--- src/pdl_pkg.sv ---
// shared constants and types for the panel display and level timer block
package pdl_pkg;
    // ********************************************************************
    // clock and timebase
    // ********************************************************************
    localparam int unsigned CLK_PERIOD_PS = 5000;
    localparam longint unsigned SECOND_PS = 64'd1000000000000;
    localparam int unsigned TICK_CYCLES   = int'(SECOND_PS / CLK_PERIOD_PS);
    localparam int PRESC_W = 28;

    // ********************************************************************
    // register map
    // ********************************************************************
    localparam logic [7:0] ADDR_COLOR   = 8'h00;
    localparam logic [7:0] ADDR_RETURN  = 8'h04;
    localparam logic [7:0] ADDR_PROTECT = 8'h08;
    localparam logic [7:0] ADDR_STATUS  = 8'h0c;
    localparam logic [7:0] ADDR_EDIT    = 8'h10;

    // ********************************************************************
    // setting limits, reset values and hold times
    // ********************************************************************
    localparam logic [1:0]  COLOR_RST    = 2'h0;
    localparam logic [6:0]  RETURN_RST   = 7'h00;
    localparam logic [6:0]  RETURN_MAX   = 7'h63;
    localparam logic [4:0]  PROTECT_RST  = 5'h05;
    localparam logic [4:0]  PROTECT_MAX  = 5'h13;
    localparam logic [4:0]  PROTECT_MIN  = 5'h01;
    localparam logic [4:0]  HOLD_ENTER_S = 5'h03;
    localparam logic [4:0]  HOLD_BACK_S  = 5'h01;
    localparam logic [4:0]  HOLD_MAX     = 5'h1f;
    localparam logic [6:0]  IDLE_MAX     = 7'h7f;
    localparam logic [15:0] PASSWORD     = 16'hff57;

    // ********************************************************************
    // key bits and parameter indices
    // ********************************************************************
    localparam int KEY_LEVEL = 0;
    localparam int KEY_MODE  = 1;
    localparam int KEY_SHIFT = 2;
    localparam int KEY_UP    = 3;
    localparam int KEY_DOWN  = 4;
    localparam logic [4:0] KEYS_LEVEL   = 5'h01;
    localparam logic [4:0] KEYS_PROTECT = 5'h03;

    localparam logic [1:0] PAR_PASSWORD = 2'h0;
    localparam logic [1:0] PAR_COLOR    = 2'h1;
    localparam logic [1:0] PAR_RETURN   = 2'h2;
    localparam logic [1:0] PAR_PROTECT  = 2'h3;

    typedef enum logic [1:0] {
        COL_GREEN_RED = 2'h0,
        COL_GREEN     = 2'h1,
        COL_RED_GREEN = 2'h2,
        COL_RED       = 2'h3
    } pdl_color_e;

    typedef enum logic [1:0] {
        LVL_OPER = 2'h0,
        LVL_INIT = 2'h1,
        LVL_ADV  = 2'h3,
        LVL_PROT = 2'h2
    } pdl_level_e;

    typedef enum logic [1:0] {
        ED_NAME   = 2'h0,
        ED_VALUE  = 2'h1,
        ED_CHANGE = 2'h3,
        ED_SAVE   = 2'h2
    } pdl_edit_e;

    typedef struct packed {
        logic [7:0]  addr;
        logic [31:0] wdata;
        logic        wr;
        logic        rd;
    } pdl_bus_s;

    typedef struct packed {
        logic       red;
        logic       green;
        logic       blink;
        logic       current_view;
        logic [1:0] level;
    } pdl_view_s;
endpackage : pdl_pkg

--- src/pdl_panel.sv ---
// front panel control: indicator colour, level moves, key timers, setting edit
`timescale 1ns/1ps
// Notes on behaviour
// - colour green-to-red shows green, red while comparative output is active
// - colour fixed green always shows green
// - colour red-to-green shows red, green while comparative output is active
// - colour fixed red always shows red
// - auto-return time zero disables inactivity return entirely
// - after 1-99 idle seconds, return to current-value display at operation level
// - auto-return during editing stores the value first, then returns
// - level and mode keys held for protect time at operation level enter protect level
// - a protect time of zero is timed as one second
// - level key held three seconds at operation enters initial setting level
// - advanced level entered only by committing the fixed password value
// - first shift shows set value, second shift enters blinking change state
// - mode key in change state stores the value and advances parameter
// - level key held one second steps back one level
module pdl_panel #(
    parameter int unsigned TICK_CYCLES = pdl_pkg::TICK_CYCLES
) (
    input  wire logic        MCLK,
    input  wire logic        RST_N,
    input  wire logic [7:0]  ADDR,
    input  wire logic [31:0] WDATA,
    input  wire logic        WR,
    input  wire logic        RD,
    output logic [31:0]      RDATA,
    input  wire logic [4:0]  KEYS,
    input  wire logic        CMP_ACTIVE,
    output logic             IND_RED,
    output logic             IND_GREEN,
    output logic             VALUE_BLINK,
    output logic             CURRENT_VIEW,
    output logic [1:0]       LEVEL,
    output logic [1:0]       PARAM_SEL,
    output logic [15:0]      EDIT_VALUE,
    output logic             STORE_PULSE
);
    // ********************************************************************
    // state
    // ********************************************************************
    typedef struct packed {
        pdl_pkg::pdl_level_e               level;
        pdl_pkg::pdl_edit_e                edit;
        logic [1:0]                        param;
        logic [15:0]                       value;
        logic                              return_after;
        pdl_pkg::pdl_color_e               color;
        logic [6:0]                        ret_s;
        logic [4:0]                        prot_s;
        logic [pdl_pkg::PRESC_W-1:0]       presc;
        logic [6:0]                        idle_s;
        logic [4:0]                        hold_s;
        logic                              hold_done;
        logic [4:0]                        keys_prev;
        logic [31:0]                       rdata;
        pdl_pkg::pdl_view_s                view;
    } pdl_state_s;

    pdl_state_s st_r;
    pdl_state_s st_nxt;
    pdl_pkg::pdl_bus_s bus;

    logic       tick;
    logic       key_change;
    logic [4:0] key_press;
    logic [4:0] prot_eff;
    logic       idle_fire;
    logic [4:0] hold_goal;
    logic       hold_hit;

    assign bus = '{addr: ADDR, wdata: WDATA, wr: WR, rd: RD};

    // ********************************************************************
    // timebase and key timing
    // ********************************************************************
    // prescaler restarts on every key change so that holds are timed from the press
    assign tick       = st_r.presc == pdl_pkg::PRESC_W'(TICK_CYCLES - 1);
    assign key_change = KEYS != st_r.keys_prev;
    assign key_press  = KEYS & ~st_r.keys_prev;
    assign prot_eff   = (st_r.prot_s == 5'h00) ? pdl_pkg::PROTECT_MIN : st_r.prot_s;
    assign idle_fire  = (st_r.ret_s != 7'h00) && (st_r.idle_s >= st_r.ret_s)
                        && ((st_r.level != pdl_pkg::LVL_OPER)
                            || (st_r.edit != pdl_pkg::ED_NAME));

    always_comb begin
        hold_goal = pdl_pkg::HOLD_MAX;
        if (KEYS == pdl_pkg::KEYS_PROTECT && st_r.level == pdl_pkg::LVL_OPER) begin
            hold_goal = prot_eff;
        end else if (KEYS == pdl_pkg::KEYS_LEVEL) begin
            hold_goal = (st_r.level == pdl_pkg::LVL_OPER) ? pdl_pkg::HOLD_ENTER_S
                                                           : pdl_pkg::HOLD_BACK_S;
        end
    end

    // only a level or protect chord has a goal; a long idle spell with no keys must not move
    assign hold_hit = !st_r.hold_done && !key_change && (hold_goal != pdl_pkg::HOLD_MAX)
                      && (st_r.hold_s >= hold_goal);

    // ********************************************************************
    // next state
    // ********************************************************************
    always_comb begin
        st_nxt = st_r;
        st_nxt.keys_prev = KEYS;
        st_nxt.presc = (key_change || tick) ? '0 : st_r.presc + 1'b1;

        if (key_press != 5'h00) begin
            st_nxt.idle_s = 7'h00;
        end else if (tick && st_r.idle_s != pdl_pkg::IDLE_MAX) begin
            st_nxt.idle_s = st_r.idle_s + 7'h01;
        end

        if (key_change) begin
            st_nxt.hold_s    = 5'h00;
            st_nxt.hold_done = 1'b0;
        end else if (tick && st_r.hold_s != pdl_pkg::HOLD_MAX) begin
            st_nxt.hold_s = st_r.hold_s + 5'h01;
        end

        // register writes from software
        if (bus.wr) begin
            unique case (bus.addr)
                pdl_pkg::ADDR_COLOR:   st_nxt.color  = pdl_pkg::pdl_color_e'(bus.wdata[1:0]);
                pdl_pkg::ADDR_RETURN:  st_nxt.ret_s  = bus.wdata[6:0];
                pdl_pkg::ADDR_PROTECT: st_nxt.prot_s = bus.wdata[4:0];
                default: ;
            endcase
        end

        // level moves by key hold
        if (hold_hit && st_r.edit != pdl_pkg::ED_SAVE) begin
            st_nxt.hold_done = 1'b1;
            st_nxt.edit      = pdl_pkg::ED_NAME;
            if (KEYS == pdl_pkg::KEYS_PROTECT) begin
                st_nxt.level = pdl_pkg::LVL_PROT;
            end else begin
                unique case (st_r.level)
                    pdl_pkg::LVL_OPER: begin
                        st_nxt.level = pdl_pkg::LVL_INIT;
                        st_nxt.param = pdl_pkg::PAR_PASSWORD;
                    end
                    pdl_pkg::LVL_INIT: st_nxt.level = pdl_pkg::LVL_OPER;
                    pdl_pkg::LVL_ADV: begin
                        st_nxt.level = pdl_pkg::LVL_INIT;
                        st_nxt.param = pdl_pkg::PAR_PASSWORD;
                    end
                    pdl_pkg::LVL_PROT: st_nxt.level = pdl_pkg::LVL_OPER;
                endcase
            end
        end else if (idle_fire && st_r.edit == pdl_pkg::ED_CHANGE) begin
            st_nxt.edit         = pdl_pkg::ED_SAVE;
            st_nxt.return_after = 1'b1;
        end else if (idle_fire && st_r.edit != pdl_pkg::ED_SAVE) begin
            st_nxt.level = pdl_pkg::LVL_OPER;
            st_nxt.edit  = pdl_pkg::ED_NAME;
        end else if (st_r.level == pdl_pkg::LVL_INIT || st_r.level == pdl_pkg::LVL_ADV) begin
            unique case (st_r.edit)
                pdl_pkg::ED_NAME: begin
                    if (key_press[pdl_pkg::KEY_SHIFT]) begin
                        st_nxt.edit = pdl_pkg::ED_VALUE;
                        unique case (st_r.param)
                            pdl_pkg::PAR_COLOR:   st_nxt.value = {14'h0000, st_r.color};
                            pdl_pkg::PAR_RETURN:  st_nxt.value = {9'h000, st_r.ret_s};
                            pdl_pkg::PAR_PROTECT: st_nxt.value = {11'h000, st_r.prot_s};
                            default:              st_nxt.value = 16'h0000;
                        endcase
                    end else if (key_press[pdl_pkg::KEY_MODE]) begin
                        st_nxt.param = next_param(st_r.param);
                    end
                end
                pdl_pkg::ED_VALUE: begin
                    if (key_press[pdl_pkg::KEY_SHIFT]) begin
                        st_nxt.edit = pdl_pkg::ED_CHANGE;
                    end else if (key_press[pdl_pkg::KEY_MODE]) begin
                        st_nxt.edit  = pdl_pkg::ED_NAME;
                        st_nxt.param = next_param(st_r.param);
                    end
                end
                pdl_pkg::ED_CHANGE: begin
                    if (key_press[pdl_pkg::KEY_MODE]) begin
                        st_nxt.edit = pdl_pkg::ED_SAVE;
                    end else if (key_press[pdl_pkg::KEY_UP]) begin
                        st_nxt.value = st_r.value + 16'h0001;
                    end else if (key_press[pdl_pkg::KEY_DOWN]) begin
                        st_nxt.value = st_r.value - 16'h0001;
                    end
                end
                pdl_pkg::ED_SAVE: begin
                    st_nxt.edit  = pdl_pkg::ED_NAME;
                    st_nxt.param = next_param(st_r.param);
                    // out-of-range return and protect entries saturate rather than wrap; colour keeps value bits 1:0
                    unique case (st_r.param)
                        pdl_pkg::PAR_COLOR: st_nxt.color = pdl_pkg::pdl_color_e'(st_r.value[1:0]);
                        pdl_pkg::PAR_RETURN: st_nxt.ret_s =
                            (st_r.value > {9'h000, pdl_pkg::RETURN_MAX}) ? pdl_pkg::RETURN_MAX
                                                                          : st_r.value[6:0];
                        pdl_pkg::PAR_PROTECT: st_nxt.prot_s =
                            (st_r.value > {11'h000, pdl_pkg::PROTECT_MAX}) ? pdl_pkg::PROTECT_MAX
                                                                            : st_r.value[4:0];
                        pdl_pkg::PAR_PASSWORD: begin
                            st_nxt.param = pdl_pkg::PAR_PASSWORD;
                            if (st_r.value == pdl_pkg::PASSWORD) begin
                                st_nxt.level = pdl_pkg::LVL_ADV;
                                st_nxt.param = pdl_pkg::PAR_COLOR;
                            end
                        end
                    endcase
                    if (st_r.return_after) begin
                        st_nxt.level        = pdl_pkg::LVL_OPER;
                        st_nxt.return_after = 1'b0;
                    end
                end
            endcase
        end

        // read data stands in the cycle after the strobe only
        st_nxt.rdata = 32'h0000_0000;
        if (bus.rd) begin
            unique case (bus.addr)
                pdl_pkg::ADDR_COLOR:   st_nxt.rdata = {30'h0, st_r.color};
                pdl_pkg::ADDR_RETURN:  st_nxt.rdata = {25'h0, st_r.ret_s};
                pdl_pkg::ADDR_PROTECT: st_nxt.rdata = {27'h0, st_r.prot_s};
                pdl_pkg::ADDR_STATUS:  st_nxt.rdata = {24'h0, st_r.param, st_r.edit,
                                                      st_r.level, st_r.view.red,
                                                      st_r.view.green};
                pdl_pkg::ADDR_EDIT:    st_nxt.rdata = {16'h0, st_r.value};
                default:               st_nxt.rdata = 32'h0000_0000;
            endcase
        end

        // indicator colour follows the setting and comparison result
        unique case (st_r.color)
            pdl_pkg::COL_GREEN_RED: st_nxt.view.red = CMP_ACTIVE;
            pdl_pkg::COL_GREEN:     st_nxt.view.red = 1'b0;
            pdl_pkg::COL_RED_GREEN: st_nxt.view.red = !CMP_ACTIVE;
            pdl_pkg::COL_RED:       st_nxt.view.red = 1'b1;
        endcase
        st_nxt.view.green        = !st_nxt.view.red;
        st_nxt.view.blink        = st_nxt.edit == pdl_pkg::ED_CHANGE;
        st_nxt.view.current_view = st_nxt.level == pdl_pkg::LVL_OPER;
        st_nxt.view.level        = st_nxt.level;
    end

    function automatic logic [1:0] next_param(input logic [1:0] p);
        // advanced parameters wrap; the initial level holds the password entry only
        next_param = (p == pdl_pkg::PAR_PROTECT) ? pdl_pkg::PAR_COLOR
                   : (p == pdl_pkg::PAR_PASSWORD) ? pdl_pkg::PAR_PASSWORD : p + 2'h1;
    endfunction : next_param

    // ********************************************************************
    // registers
    // ********************************************************************
    always_ff @(posedge MCLK) begin
        if (!RST_N) begin
            st_r        <= '0;
            st_r.color  <= pdl_pkg::pdl_color_e'(pdl_pkg::COLOR_RST);
            st_r.ret_s  <= pdl_pkg::RETURN_RST;
            st_r.prot_s <= pdl_pkg::PROTECT_RST;
            st_r.view.green        <= 1'b1;
            st_r.view.current_view <= 1'b1;
        end else begin
            st_r <= st_nxt;
        end
    end

    // ********************************************************************
    // outputs
    // ********************************************************************
    assign RDATA        = st_r.rdata;
    assign IND_RED      = st_r.view.red;
    assign IND_GREEN    = st_r.view.green;
    assign VALUE_BLINK  = st_r.view.blink;
    assign CURRENT_VIEW = st_r.view.current_view;
    assign LEVEL        = st_r.view.level;
    assign PARAM_SEL    = st_r.param;
    assign EDIT_VALUE   = st_r.value;
    assign STORE_PULSE  = st_r.edit == pdl_pkg::ED_SAVE;
endmodule : pdl_panel

--- config.mk ---
export PLATFORM = sky130hd
export DESIGN_NAME = pdl_panel
export DESIGN_NICKNAME = d
export VERILOG_FILES = /design/src/pdl_pkg.sv /design/src/pdl_panel.sv
export SDC_FILE = /design/constraint.sdc
export NUM_CORES = 1
export LEC_CHECK = 0
export ABC_CLOCK_PERIOD_IN_PS = 6860
export BUFFER_PORTS_ARGS = -buffer_cell sky130_fd_sc_hd__clkbuf_2
export CORE_MARGIN = 1
export CORE_UTILIZATION = 50
export CTS_CLUSTER_DIAMETER = 150
export CTS_CLUSTER_SIZE = 24
export DETAILED_ROUTE_END_ITERATION = 10
export HOLD_SLACK_MARGIN = 0.08
export PLACE_DENSITY_LB_ADDON = 0.08
export RECOVER_POWER = 100
export SKIP_CTS_REPAIR_TIMING = 1
export SLEW_MARGIN = 20
export SYNTH_ARGS = -nofsm -noshare
export SYNTH_HDL_FRONTEND = slang
export SYNTH_SLANG_ARGS = --single-unit
export TNS_END_PERCENT = 30
--- constraint.sdc ---
create_clock -name MCLK -period 6.86 [get_ports MCLK]
set_clock_uncertainty 0.05 [all_clocks]
set_input_delay 0.686 -clock MCLK [delete_from_list [all_inputs] [get_ports MCLK]]
set_output_delay 0.686 -clock MCLK [all_outputs]
set_load 0.02 [all_outputs]
Yosys cells after proc, flatten, opt, wreduce, memory -nomap -nowiden --
Index checks and enable logic that the tools add are counted.
Word-level totals: logic and storage cells 178, register bits 119
Operators by class: reductions and logical operators 44, bitwise gates (word level) 6, $add $sub $neg 6, $lt $le $gt $ge 4, multiplexer cells 62, equality and inequality tests 38
Operator list (number):
- $pmux W16 S5 | 1
- $mux W16 | 4
- $mux W2 | 22
- $mux W14 | 3
- $mux W37 | 1
- $mux W33 | 1
- $mux W4 | 8
- $pmux W16 S2 | 1
- $mux W5 | 6
- $add A28 B1 Y28 const B | 1
- $eq A28 B28 Y1 const B | 1
- $mux W7 | 3
- $pmux W7 S3 | 1
- $eq A2 B2 Y1 const B | 9
- $mux W18 | 1
- $add A16 B1 Y16 const B | 1
- $eq A16 B16 Y1 const B | 1
- $eq A8 B4 Y1 const B | 2
- $gt A16 B5 Y1 const B | 1
- $gt A16 B7 Y1 const B | 1
- $ne A2 B2 Y1 const B | 8
- $sub A16 B1 Y16 const B | 1
- $mux W15 | 1
- $ne A3 B3 Y1 const B | 5
- 37 further kinds | 76

Longest topological paths before layout --
Gate-level depths: netlist of the first run.
word-level depth 17, gate-level depth with buffers 16

Worst setup path after synthesis of the first run --
Ideal clock, no wire load.
path type input -> register, start point in KEYS[4], end point reg st_r[94] (netlist bit), cell stages on the path 13, path slack 3.243 ns, library setup time 0.122 ns, data arrival time 3.446 ns, path through or4b_1 buf_2 nor2_1 nand4b_1 ha_1 nand2b_1 a21o_1 a21o_1 a211o_1 nand2_2 nand4_1 buf_4 o311a_1
On the way: longest elaborated chain between the ends 8, elaborated cells between the ends (all ways) 14
Ends and longest elaborated chain:
- from (decl) | RTL line pdl_panel.sv:28 | input wire logic [4:0] KEYS,
- branches (longest 5 deep; another with $ge A5 B5 Y1)
- $logic_and A1 B1 Y1 (*) | RTL line pdl_panel.sv:98 | && (st_r.hold_s >= hold_goal);
- $logic_and A1 B1 Y1 (*) | RTL line pdl_panel.sv:132 | if (hold_hit && st_r.edit != pdl_pkg::ED_SAVE) begin
- $mux W14 (*) | RTL line pdl_panel.sv:132
- to (signal assigned) | RTL line pdl_panel.sv:263 | st_r <= st_nxt;
- to (decl) | RTL line pdl_panel.sv:60 | pdl_state_s st_r;
Every way passes the cells marked *. A chain may end at the register's enable or synchronous reset.

Worst setup path in the final report of the first run --
start point in KEYS[4], end point reg st_r, in the netlist EDIT_VALUE[1]
On the way: longest elaborated chain between the ends 9, elaborated cells between the ends (all ways) 17
Ends and longest elaborated chain:
- branches (longest 8 deep; another with $ge A5 B5 Y1)
- $reduce_and A8 Y1 (no source line) (*)
Marks and branches as above.

==> results.txt, run 1 <==
----------------------------------------------------
[Floorplanning]
  Chip Height ... roughly 120 um
  Area of the core region ... 0.0126 mm^2
  Die X ... ~120 um
  Number of top-level pins ... between 100 and 150
  Number of rows in the core area ... 41
  Initial core utilization ... roughly half
  Die area ... roughly 0.013 mm^2

[Layout]
  Final standard cell area without fillers ... 0.00676 mm^2
  Net count reported at finish ... 884
  Diodes inserted ... 0
  Final core occ ... between 50% and 60%
  Share of final-layout standard cells stronger than drive strength 1 ... just over 7%
  Register area ... roughly 0.0021 mm^2
  Post-layout instance count excluding filler cells ... approximately 960
  Multi-input logic area ... approximately 0.0038 mm^2
  Filler instances ... between 1,000 and 1,500
  Layout area overhead ... 4.56%

[Logic synthesis]
  Cell taking the most area after synthesis ... dfxtp_1
  Share of the yosys chip area belonging to registers ... approximately a third
  Area contributors post-synth ... dfxtp_1, ha_1, buf_4
  Distinct cell type count of the synthesized netlist ... 73
  Post-synth EDFFs ... 0
  Top-area cell type share of the netlist area ... roughly a third
  Synthesized area ... around 0.0065 mm^2
  Number of synthesized register bits ... 103
  Total of warnings raised by yosys ... 0
  Number of standard cells after synthesis ... roughly 770
  Asr flop ratio synth ... 0%
  Most instantiated flip-flop cell in the synthesis netlist ... dfxtp_1
  Synth Area per Inst ... around 8.4 um^2

[Power and ir drop]
  Total power ... 1.16 mW
  Areal power density over the cells ... around 170 mW/mm^2
  Maximum resistive drop on vdd ... 0.000112 V
  Combinational share of power ... 5.6%
  Leakage power ... about 2.6 nW
  Total internal power ... 873 uW
  Clock group share of total power ... between 40% and 50%
  Fraction of power consumed by sequential logic ... 51.7%
  Switching power total ... 289 uW
  Switching power share of the total ... between 20% and 30%

[Setup path]
  CP max FO ... 18
  Crit path top cell by count ... a21o_1
  Critical path data arrival time ... around 4.6 ns
  Critical path required time ... between 7 and 8 ns
  Cell breakdown of the critical path ... clkbuf_1, or4b_1, nor2_1, nand4b_1, ha_1, nand2b_1, a21o_1, a21o_1, a211o_1, a21oi_1, and2_0, o311ai_0, o211a_1
  Worst setup EP type ... register
  CP peak stage delay ... roughly 0.80 ns
  Critical path class ... input pin to register
  Register-to-register setup slack ... between 2 and 3 ns
  Startpoint kind of the worst setup timing path ... input pin
  Critical Path Slowest Stage Cell ... and2_0

[Placed design]
  Hpwl dp ... 11,400 um
  Final RePlAce weighted congestion ... ~0.85
  Count of placed standard cells including taps ... about 950
  Placement-stage cell area ... roughly 0.0066 mm^2
  Buffers on Ports ... between 60 and 70

[Run status]
  Violations in the final reports ... max-capacitance violations, max-slew violations
  Status ... finished, violations left

[Hold path]
  Worst min-delay path category ... register to register

[STA]
  Portion of the clock cycle consumed by the worst path in the final layout ... about two thirds
  Hold Vio Cnt, Final ... 0
  Highest clock rate ... approximately 220 MHz
  Number of setup violations in the final report ... 0
  Least-Margin Pin Slew ... roughly 2.2 ns
  Max-Slew Margin vs Limit ... -49.7%
  Unrepaired setup endpoints after global routing ... false
  Slew Limit Fails ... 54
  Setup tns final ... 0 ns
  Period minus WS final ... 4.45 ns

[Run]
  Count of max-cap constraint violations ... 1

[Clock network]
  Sinks on the clock net ... just over 100
  Max Buffers Root-to-Sink ... 2
  H-tree depth reported by CTS ... 3
  Root buffer cell ... clkbuf_16
  CTS tree ... yes
  Clock edge transition at the registers on the reported setup and hold paths ... around 0.07 ns
  Number of CTS-inserted buffers ... 9
  Clock insertion delay at the later pin of the skew report ... between 0.3 and 0.4 ns

[Detailed routing]
  Number of remaining DRC errors ... 0
  Total wire length after detailed routing ... between 15,000 and 20,000 um
  Antenna violation net count after detailed routing ... 0
  Post-DR wirelength/cell ... ~16 um
  DR pass1 iterations ... 5
  Routed via count ... about 5,300
  Starting DRT DRC Count ... 270
  Drt via density ... 5.47

[GRT]
  Number of antenna violations at the first check in global routing ... 0
  Via count of the first global-routing pass ... roughly 5,000
  Remaining global-route overflow ... 0
  Global-route total usage across every layer ... 23.8%
  Global-route wire length before repair ... between 20,000 and 25,000 um
  Largest net degree at the start of global routing ... 54

----------------------------------------------------
==> cell usage in the layout (no fill, tap or decap), types with 12 or more instances in the layout <==
| master | count |
|---|---|
| xnor2_1 | 23 |
| dfxtp_1 | 103 |
| nor2_1 | 80 |
| clkbuf_2 | 23 |
| inv_1 | 34 |
| and3_1 | 12 |
| conb_1 | 16 |
| nor3_1 | 21 |
| nand4_1 | 17 |
| clkbuf_1 | 43 |
| nand2_1 | 66 |
| nand3_1 | 33 |
| a21oi_1 | 28 |
| xor2_1 | 21 |
| mux2i_1 | 15 |
| ha_1 | 49 |
| o21ai_0 | 28 |
==> synthesized netlist by cell type (3+ instances only) <==
master      n
o311a_1     8
a22oi_1     9
a22o_1      5
xnor2_1    23
a31oi_1     3
nand2_1    65
o21ai_0    28
ha_1       49
nor2_1     80
o211ai_1    3
o21a_1      6
mux2_2      7
and2_1     22
nand3_1    33
or3_1       5
a21o_1      7
o21bai_1    4
mux2i_1    15
xor2_1     21
a221oi_1    5
a21boi_0    7
nor2b_1     9
clkbuf_1   15
nand4b_1    3
o311ai_0    3
inv_1      34
nand2b_1    7
nor3_1     21
dfxtp_1   103
nor3b_1     3
and3_1     12
nand4_1    16
a21oi_1    27
a32oi_1     3
nor4_1      5
buf_4      54
buf_2       7
==> metrics by stage <==
step	worst slack [ns]	hold WS (ns)
floorplan	3.24	0.368
global placement	2.34	0.377
detailed placement	2.33	0.403
CTS	2.70	0.420
global route	2.18	0.441
finish	2.41	0.408
==> state kept, by name (all words and copies together), names as in the netlist <==
register      cells
VALUE_BLINK       1
LEVEL             2
IND_RED           1
EDIT_VALUE       16
RDATA            16
CURRENT_VIEW      1
IND_GREEN         1
st_r             63
PARAM_SEL         2
==> worst max-delay path: cells and delay by family <==
family / cells / cell delay, ns
adder cells (fa/ha/maj): 1 / 0.29
AND/OR/NAND/NOR: 5 / 2.16
buffers and inverters: 1 / 0.11
AO/OA/AOI/OAI: 6 / 1.38
==> worst paths after layout <==
| kind | start | endpoint | depth (start not counted) |
|---|---|---|---|
| hold / removal | st_r[56] | st_r[56] | 1 |
| hold reg to reg | st_r[56] | st_r[56] | 1 |
| setup / recovery | KEYS[4] | EDIT_VALUE[1] | 13 |
| setup reg to reg | LEVEL[0] | EDIT_VALUE[1] | 14 |
==> power by group through the flow <==
stage / clock, mW / combinational (mW) / sequential [mW]
final: 0.496 / 0.0650 / 0.601
after global routing: 0.534 / 0.0727 / 0.601
after CTS: 0.509 / 0.0651 / 0.601
after detailed placement: 0 / 0.0648 / 0.615
after global placement: 0 / 0.0632 / 0.615
after floorplan: 0 / 0.0527 / 0.615
==> logic make-up after synthesis <==
kind of cell               share of synthesized area, %
buffers and inverters                              9.96
and+or+nand+nor                                    23.6
xor gates and xnor gates                           5.96
adders and majority gates                          9.79
other                                            0.0580
AOI/OAI and AO/OA                                  15.2
muxes                                              3.54
DFF                                                31.9
==> final cells by class <==
cell class / count / area share [%]
clock buffer: 9 / 3.33
timing repair buffer: 66 / 4.09
multi-input combinational: 570 / 56.2
inverter: 34 / 1.89
clock inverter: 7 / 0.832
tap: 172 / 3.18
sequential: 103 / 30.5
==> per-layer routing <==
layer | share of wire, % | wire [um] | track usage [%] | vias up
met5 | 0 | 0 | 0 | -
met4 | 1.1 | 173 | 7.95 | 0
met3 | 4.4 | 676 | 3.97 | 14
met2 | 47 | 7220 | 40.3 | 109
met1 | 47 | 7210 | 30.7 | 2451
li1 | - | - | - | 2680
(Power assumes the default switching activity.)
==> inputs of run 2 (changes only) <==
--- a/config.mk
+++ b/config.mk
@@ -5,7 +5,7 @@
 export SDC_FILE = /design/constraint.sdc
 export NUM_CORES = 1
 export LEC_CHECK = 0
-export ABC_CLOCK_PERIOD_IN_PS = 6860
+export ABC_CLOCK_PERIOD_IN_PS = 3920
 export BUFFER_PORTS_ARGS = -buffer_cell sky130_fd_sc_hd__clkbuf_2
 export CORE_MARGIN = 1
 export CORE_UTILIZATION = 50
==> constraint.sdc (replaced) <==
create_clock -name MCLK -period 3.92 [get_ports MCLK]
set_clock_uncertainty 0.05 [all_clocks]
set_input_delay 0.392 -clock MCLK [delete_from_list [all_inputs] [get_ports MCLK]]
set_output_delay 0.392 -clock MCLK [all_outputs]
set_load 0.02 [all_outputs]
==> run 2 against run 1 <==
The run still ends with max-capacitance violations, max-slew violations left. Die area is the same. Via count increased by 3.4%. Clock-buffer cell count did not move. Highest routed layer unchanged. Worst hold slack lost 0.17 ns. First-iteration DRC count down 0.37%. Combinational power up 78%. Clock power grew 77%. Largest cell class unchanged. Register-to-register slack got worse by 2.4 ns. Wire length grew 3.4%. Design area is 0.72% higher. Largest power group unchanged. Total power rose by 76%.
==> results.txt, run 2 (synthesis results as in run 1) <==
----------------------------------------------------
[Run status]
  Status ... finished, violations left
  Violations in the final reports ... max-capacitance violations, max-slew violations

[Clock network]
  Root buffer cell ... clkbuf_16
  Clock insertion delay at the later pin of the skew report ... roughly 0.36 ns
  CTS tree ... yes
  Number of CTS-inserted buffers ... 9
  Sinks on the clock net ... between 100 and 150
  Max Buffers Root-to-Sink ... 2
  Clock edge transition at the registers on the reported setup and hold paths ... 0.07 ns
  H-tree depth reported by CTS ... 3

[Hold path]
  Worst min-delay path category ... input pin to register

[Placed design]
  Hpwl dp ... between 10,000 and 15,000 um
  Buffers on Ports ... 65
  Final RePlAce weighted congestion ... approximately 0.9

[Floorplanning]
  Area of the core region ... roughly 0.013 mm^2
  Die X ... 116 um
  Number of rows in the core area ... between 40 and 50
  Number of top-level pins ... between 100 and 150
  Die area ... 0.0134 mm^2
  Chip Height ... roughly 120 um
  Initial core utilization ... about half

[Detailed routing]
  DR pass1 iterations ... 4
  Drt via density ... 5.60
  Number of remaining DRC errors ... 0
  Total wire length after detailed routing ... approximately 16,000 um
  Post-DR wirelength/cell ... ~16 um
  Routed via count ... about 5,400
  Starting DRT DRC Count ... ~270
  Antenna violation net count after detailed routing ... 0

[GRT]
  Number of antenna violations at the first check in global routing ... 0
  Global-route wire length before repair ... 24,900 um
  Largest net degree at the start of global routing ... 53
  Global-route total usage across every layer ... 24.1%
  Remaining global-route overflow ... 0
  Via count of the first global-routing pass ... just over 5,000

[Run]
  Count of max-cap constraint violations ... 1

[Power and ir drop]
  Maximum resistive drop on vdd ... 0.000181 V
  Leakage power ... 2.66 nW
  Areal power density over the cells ... ~300 mW/mm^2
  Total power ... approximately 2.0 mW

[Layout]
  Net count reported at finish ... 893
  Filler instances ... 1,255
  Register containing the most flip-flops in the final layout ... st_r
  Layout area overhead ... 5.32%
  Multi-input logic area ... roughly 0.0038 mm^2
  Most common library cell in the layout ignoring fill and taps ... dfxtp_1
  Diodes inserted ... 0
  Commonest cells after routing, fill and taps aside ... dfxtp_1, nor2_1, nand2_1
  Number of flip-flops under the largest register name ... 63
  Register area ... about 0.0021 mm^2
  Share of final-layout standard cells stronger than drive strength 1 ... under 10%

[Setup path]
  Worst setup path startpoint ... LEVEL[0]
  Worst Reg2Reg Path Length in Cells ... 14
  Reg2Reg Launch Point ... LEVEL[0]
  Register-to-register setup slack ... ~0.54 ns
  Worst setup EP type ... register
  Cell breakdown of the critical path ... inv_1, ha_1, nand2_1, nor2_1, nor2_1, nor2_1, ha_1, a21o_1, a21o_1, a211o_1, nand2_1, nand4_1, or3_1, a21boi_0
  Reg-to-Reg End ... st_r[87]
  CP peak stage delay ... 0.49 ns
  Critical path data arrival time ... 3.62 ns
  Critical path required time ... just over 4 ns
  Critical path class ... register to register
  CP max FO ... 10
  Crit path top cell by count ... nor2_1
  Critical Path Slowest Stage Cell ... or3_1
  Critical Path Sink ... st_r[87]
  Startpoint kind of the worst setup timing path ... register

[STA]
  Highest clock rate ... 296 MHz
  Setup tns final ... 0 ns
  Hold Vio Cnt, Final ... 0
  Max-Slew Margin vs Limit ... -44.6%
  Unrepaired setup endpoints after global routing ... false
  Slew Limit Fails ... 53
  Least-Margin Pin Slew ... 2.17 ns
  Portion of the clock cycle consumed by the worst path in the final layout ... between 80% and 90%
  Period minus WS final ... approximately 3.4 ns
  Number of setup violations in the final report ... 0

----------------------------------------------------
-- run 2: changes by cell type in the layout (fill, tap and decap cells not counted), sizes merged --
| cell | delta |
|---|---|
| clkbuf | +2 |
| buf | +7 |
-- run 2: worst min path at each step --
| stage | from | to | depth (start not counted) | slack, ns |
|---|---|---|---|---|
| 4_1_cts | KEYS[4] | st_r[42] | 2 | 0.24 |
| 6_report | KEYS[0] | st_r[38] | 2 | 0.24 |
| 3_3_place_gp | st_r[56] | st_r[56] | 1 | 0.38 |
| 3_5_place_dp | st_r[56] | st_r[56] | 1 | 0.39 |
| 2_1_floorplan | st_r[56] | st_r[56] | 1 | 0.37 |
| 5_1_grt | KEYS[2] | st_r[40] | 2 | 0.25 |
-- run 2: area by class of cell --
class / count / share of cell area (%)
sequential: 103 / 30.3
timing repair buffer: 75 / 4.94
tap: 172 / 3.16
clock inverter: 7 / 0.808
multi-input combinational: 570 / 55.6
inverter: 34 / 1.87
clock buffer: 9 / 3.31
-- run 2: per-stage QoR --
step / hold slack [ns] / setup slack [ns] / instances / utilization, % / cell area (um^2)
finish: 0.239 / 0.538 / 970 / 54.0 / 6810
global route: 0.254 / 0.316 / 970 / 54.0 / 6810
CTS: 0.235 / 0.688 / 970 / 54.7 / 6900
detailed placement: 0.390 / 0.381 / 954 / 52.5 / 6620
global placement: 0.379 / 0.362 / 954 / 52.5 / 6620
floorplan: 0.368 / 0.597 / 786 / - / 6530
-- run 2: power breakdown --
group	switching, mW	internal, mW	leakage, nW
Clock	0.440	0.437	0.132
Combinational	0.0756	0.0407	1.70
Sequential	0.00185	1.05	0.831
-- run 2: worst max-delay path: cells and delay by family (launching register included) --
family | cells | cell delay [ns]
adders and majority gates | 2 | 0.59
DFF | 1 | 0.47
buffers and inverters | 1 | 0.12
and+or+nand+nor | 7 | 1.31
AOI/OAI and AO/OA | 4 | 0.78
-- run 2: layer usage --
| metal | track usage [%] | wire length, um | vias up |
|---|---|---|---|
| li1 | - | - | 2693 |
| met4 | 9.57 | 303 | 0 |
| met1 | 30.2 | 7180 | 2578 |
| met3 | 4.18 | 840 | 18 |
| met2 | 41.2 | 7470 | 143 |
| met5 | 0 | 0 | - |
==> inputs of run 3 (changes only) <==
--- a/config.mk
+++ b/config.mk
@@ -7,8 +7,10 @@
 export LEC_CHECK = 0
 export ABC_CLOCK_PERIOD_IN_PS = 3920
 export BUFFER_PORTS_ARGS = -buffer_cell sky130_fd_sc_hd__clkbuf_2
+export CELL_PAD_IN_SITES_DETAIL_PLACEMENT = 0
+export CELL_PAD_IN_SITES_GLOBAL_PLACEMENT = 2
 export CORE_MARGIN = 1
-export CORE_UTILIZATION = 50
+export CORE_UTILIZATION = 31
 export CTS_CLUSTER_DIAMETER = 150
 export CTS_CLUSTER_SIZE = 24
 export DETAILED_ROUTE_END_ITERATION = 10
@@ -20,4 +22,3 @@
 export SYNTH_ARGS = -nofsm -noshare
 export SYNTH_HDL_FRONTEND = slang
 export SYNTH_SLANG_ARGS = --single-unit
-export TNS_END_PERCENT = 30
==> run 3 against run 2 <==
The flow still finishes with violations (max-capacitance violations, max-slew violations). Largest cell class unchanged. Fmax is 0.89% lower. Sequential cell count stayed put. Global-route usage is 7.0 points lower. Clock-buffer cell count is 1 higher. Critical path depth is 2 lower. Design area is 2.6% higher. Non-clock buffer count is 5 higher.
==> results.txt, run 3 (synthesis results as in run 1) <==
----------------------------------------------------
[STA]
  Unrepaired setup endpoints after global routing ... false
  Worst hold slack ... approximately 0.24 ns
  Least-Margin Pin Slew ... around 1.6 ns
  Number of setup violations in the final report ... 0
  Hold Vio Cnt, Final ... 0
  Period minus WS final ... between 3 and 4 ns
  Max-Slew Margin vs Limit ... -7.21%
  Setup tns final ... 0 ns
  Portion of the clock cycle consumed by the worst path in the final layout ... a little under 90%
  Highest clock rate ... just under 300 MHz
  Slew Limit Fails ... 35

[Layout]
  Register containing the most flip-flops in the final layout ... st_r
  Filler instances ... about 2,200
  Most common library cell in the layout ignoring fill and taps ... dfxtp_1
  Diodes inserted ... 0
  Commonest cells after routing, fill and taps aside ... dfxtp_1, nor2_1, nand2_1
  Layout area overhead ... 8.07%
  Share of final-layout standard cells stronger than drive strength 1 ... under 10%
  Number of flip-flops under the largest register name ... 63
  Net count reported at finish ... around 900

[Power and ir drop]
  Areal power density over the cells ... just over 300 mW/mm^2
  Leakage power ... 2.71 nW
  Maximum resistive drop on vdd ... between 0.00015 and 0.0002 V

[Placed design]
  Final RePlAce weighted congestion ... approximately 0.77
  Buffers on Ports ... between 60 and 70
  Hpwl dp ... roughly 14,000 um

[Clock network]
  Sinks on the clock net ... 103
  Root buffer cell ... clkbuf_16
  H-tree depth reported by CTS ... 3
  CTS tree ... yes
  Clock insertion delay at the later pin of the skew report ... 0.36 ns
  Number of CTS-inserted buffers ... 9
  Max Buffers Root-to-Sink ... 2
  Clock edge transition at the registers on the reported setup and hold paths ... ~0.07 ns

[Detailed routing]
  Routed via count ... 5,369
  Drt via density ... roughly 5
  Wire length on met3 ... 548 um
  Post-DR wirelength/cell ... 16.7 um
  Antenna violation net count after detailed routing ... 0
  Met1 wire length ... 8910 um
  Highest routing layer actually used ... met4
  Total wire length after detailed routing ... roughly 18,000 um
  Starting DRT DRC Count ... 320
  Number of remaining DRC errors ... 0
  Amount of wire on met2 after detailed routing ... between 8000 and 9000 um
  DR pass1 iterations ... 5

[GRT]
  Remaining global-route overflow ... 0
  Global-route wire length before repair ... around 28,000 um
  Via count of the first global-routing pass ... between 5,000 and 6,000
  Number of antenna violations at the first check in global routing ... 0
  Global-route total usage across every layer ... approximately 17%
  Largest net degree at the start of global routing ... 35

[Floorplanning]
  Initial core utilization ... between 30% and 40%
  Number of top-level pins ... around 110
  Die X ... 146 um
  Chip Height ... approximately 150 um
  Number of rows in the core area ... 52
  Die area ... 0.0214 mm^2
  Area of the core region ... ~0.020 mm^2

[Setup path]
  Worst setup path startpoint ... st_r[86]
  Reg2Reg Launch Point ... st_r[86]
  Critical path required time ... 4.11 ns
  Critical path class ... register to register
  Startpoint kind of the worst setup timing path ... register
  CP max FO ... 8
  Critical path data arrival time ... about 3.6 ns
  Worst setup EP type ... register

[Hold path]
  Min-delay src ... KEYS[4]
  Worst min-delay path category ... input pin to register

[Run]
  Count of max-cap constraint violations ... 1

[Run status]
  Status ... finished, violations left
  Violations in the final reports ... max-capacitance violations, max-slew violations

----------------------------------------------------
==> run 3: cell types whose count changed in the layout (fill, tap and decap cells not counted), moves of 2 or more <==
cell,delta
buf_4,+4
and2_0,-3
and2_1,+3
bufinv_16,+2
clkinv_4,-2
==> run 3: per-stage QoR <==
stage	cells	setup WS, ns	utilization (%)	power (mW)	cell area (um^2)
5_1_grt	1072	0.249	34.3	2.27	6990
3_5_place_dp	1057	0.310	33.3	1.19	6780
6_report	1072	0.508	34.3	2.18	6990
2_1_floorplan	786	0.597	-	1.17	6530
4_1_cts	1072	0.632	34.9	2.22	7100
3_3_place_gp	1057	0.357	33.3	1.19	6780
==> run 3: routing by layer <==
layer	vias up	global-route usage [%]
met5	-	0
met4	0	4.48
met2	91	28.2
li1	2698	-
met1	2564	23.1
met3	16	2.81
==> run 3: area by class of cell <==
type | instances | area (um^2) | share of cell area [%]
multi-input cells | 570 | 3770 | 54.0
well taps | 270 | 338 | 4.83
clock inverters | 5 | 81.3 | 1.16
clock buffers | 10 | 239 | 3.42
flip-flops and latches | 103 | 2060 | 29.5
inverters | 34 | 128 | 1.83
repair buffers | 80 | 370 | 5.30
==> run 3: where the power goes <==
group / switching, mW / total (mW) / internal, mW / leakage [nW]
Sequential: 0.00162 / 1.05 / 1.05 / 0.831
Clock: 0.433 / 1.01 / 0.576 / 0.155
Combinational: 0.0763 / 0.118 / 0.0415 / 1.72
==> run 3: worst max-delay path, cell delays in order, from the launching register on <==
cell	delay, ns
dfxtp_1	0.42
or4_1	0.57
nand4b_1	0.17
ha_1	0.24
nand2b_1	0.14
a21o_1	0.17
a21o_1	0.17
a211o_1	0.31
a21oi_1	0.23
nand2_1	0.27
clkbuf_1	0.31
nand3_1	0.14
nand4b_1	0.10
==> run 3: final timing paths <==
check	end	slack [ns]	depth (start not counted)
setup reg to reg	EDIT_VALUE[15]	0.51	12
setup / recovery	EDIT_VALUE[15]	0.51	12
hold / removal	st_r[42]	0.24	2
hold reg to reg	st_r[56]	0.40	1
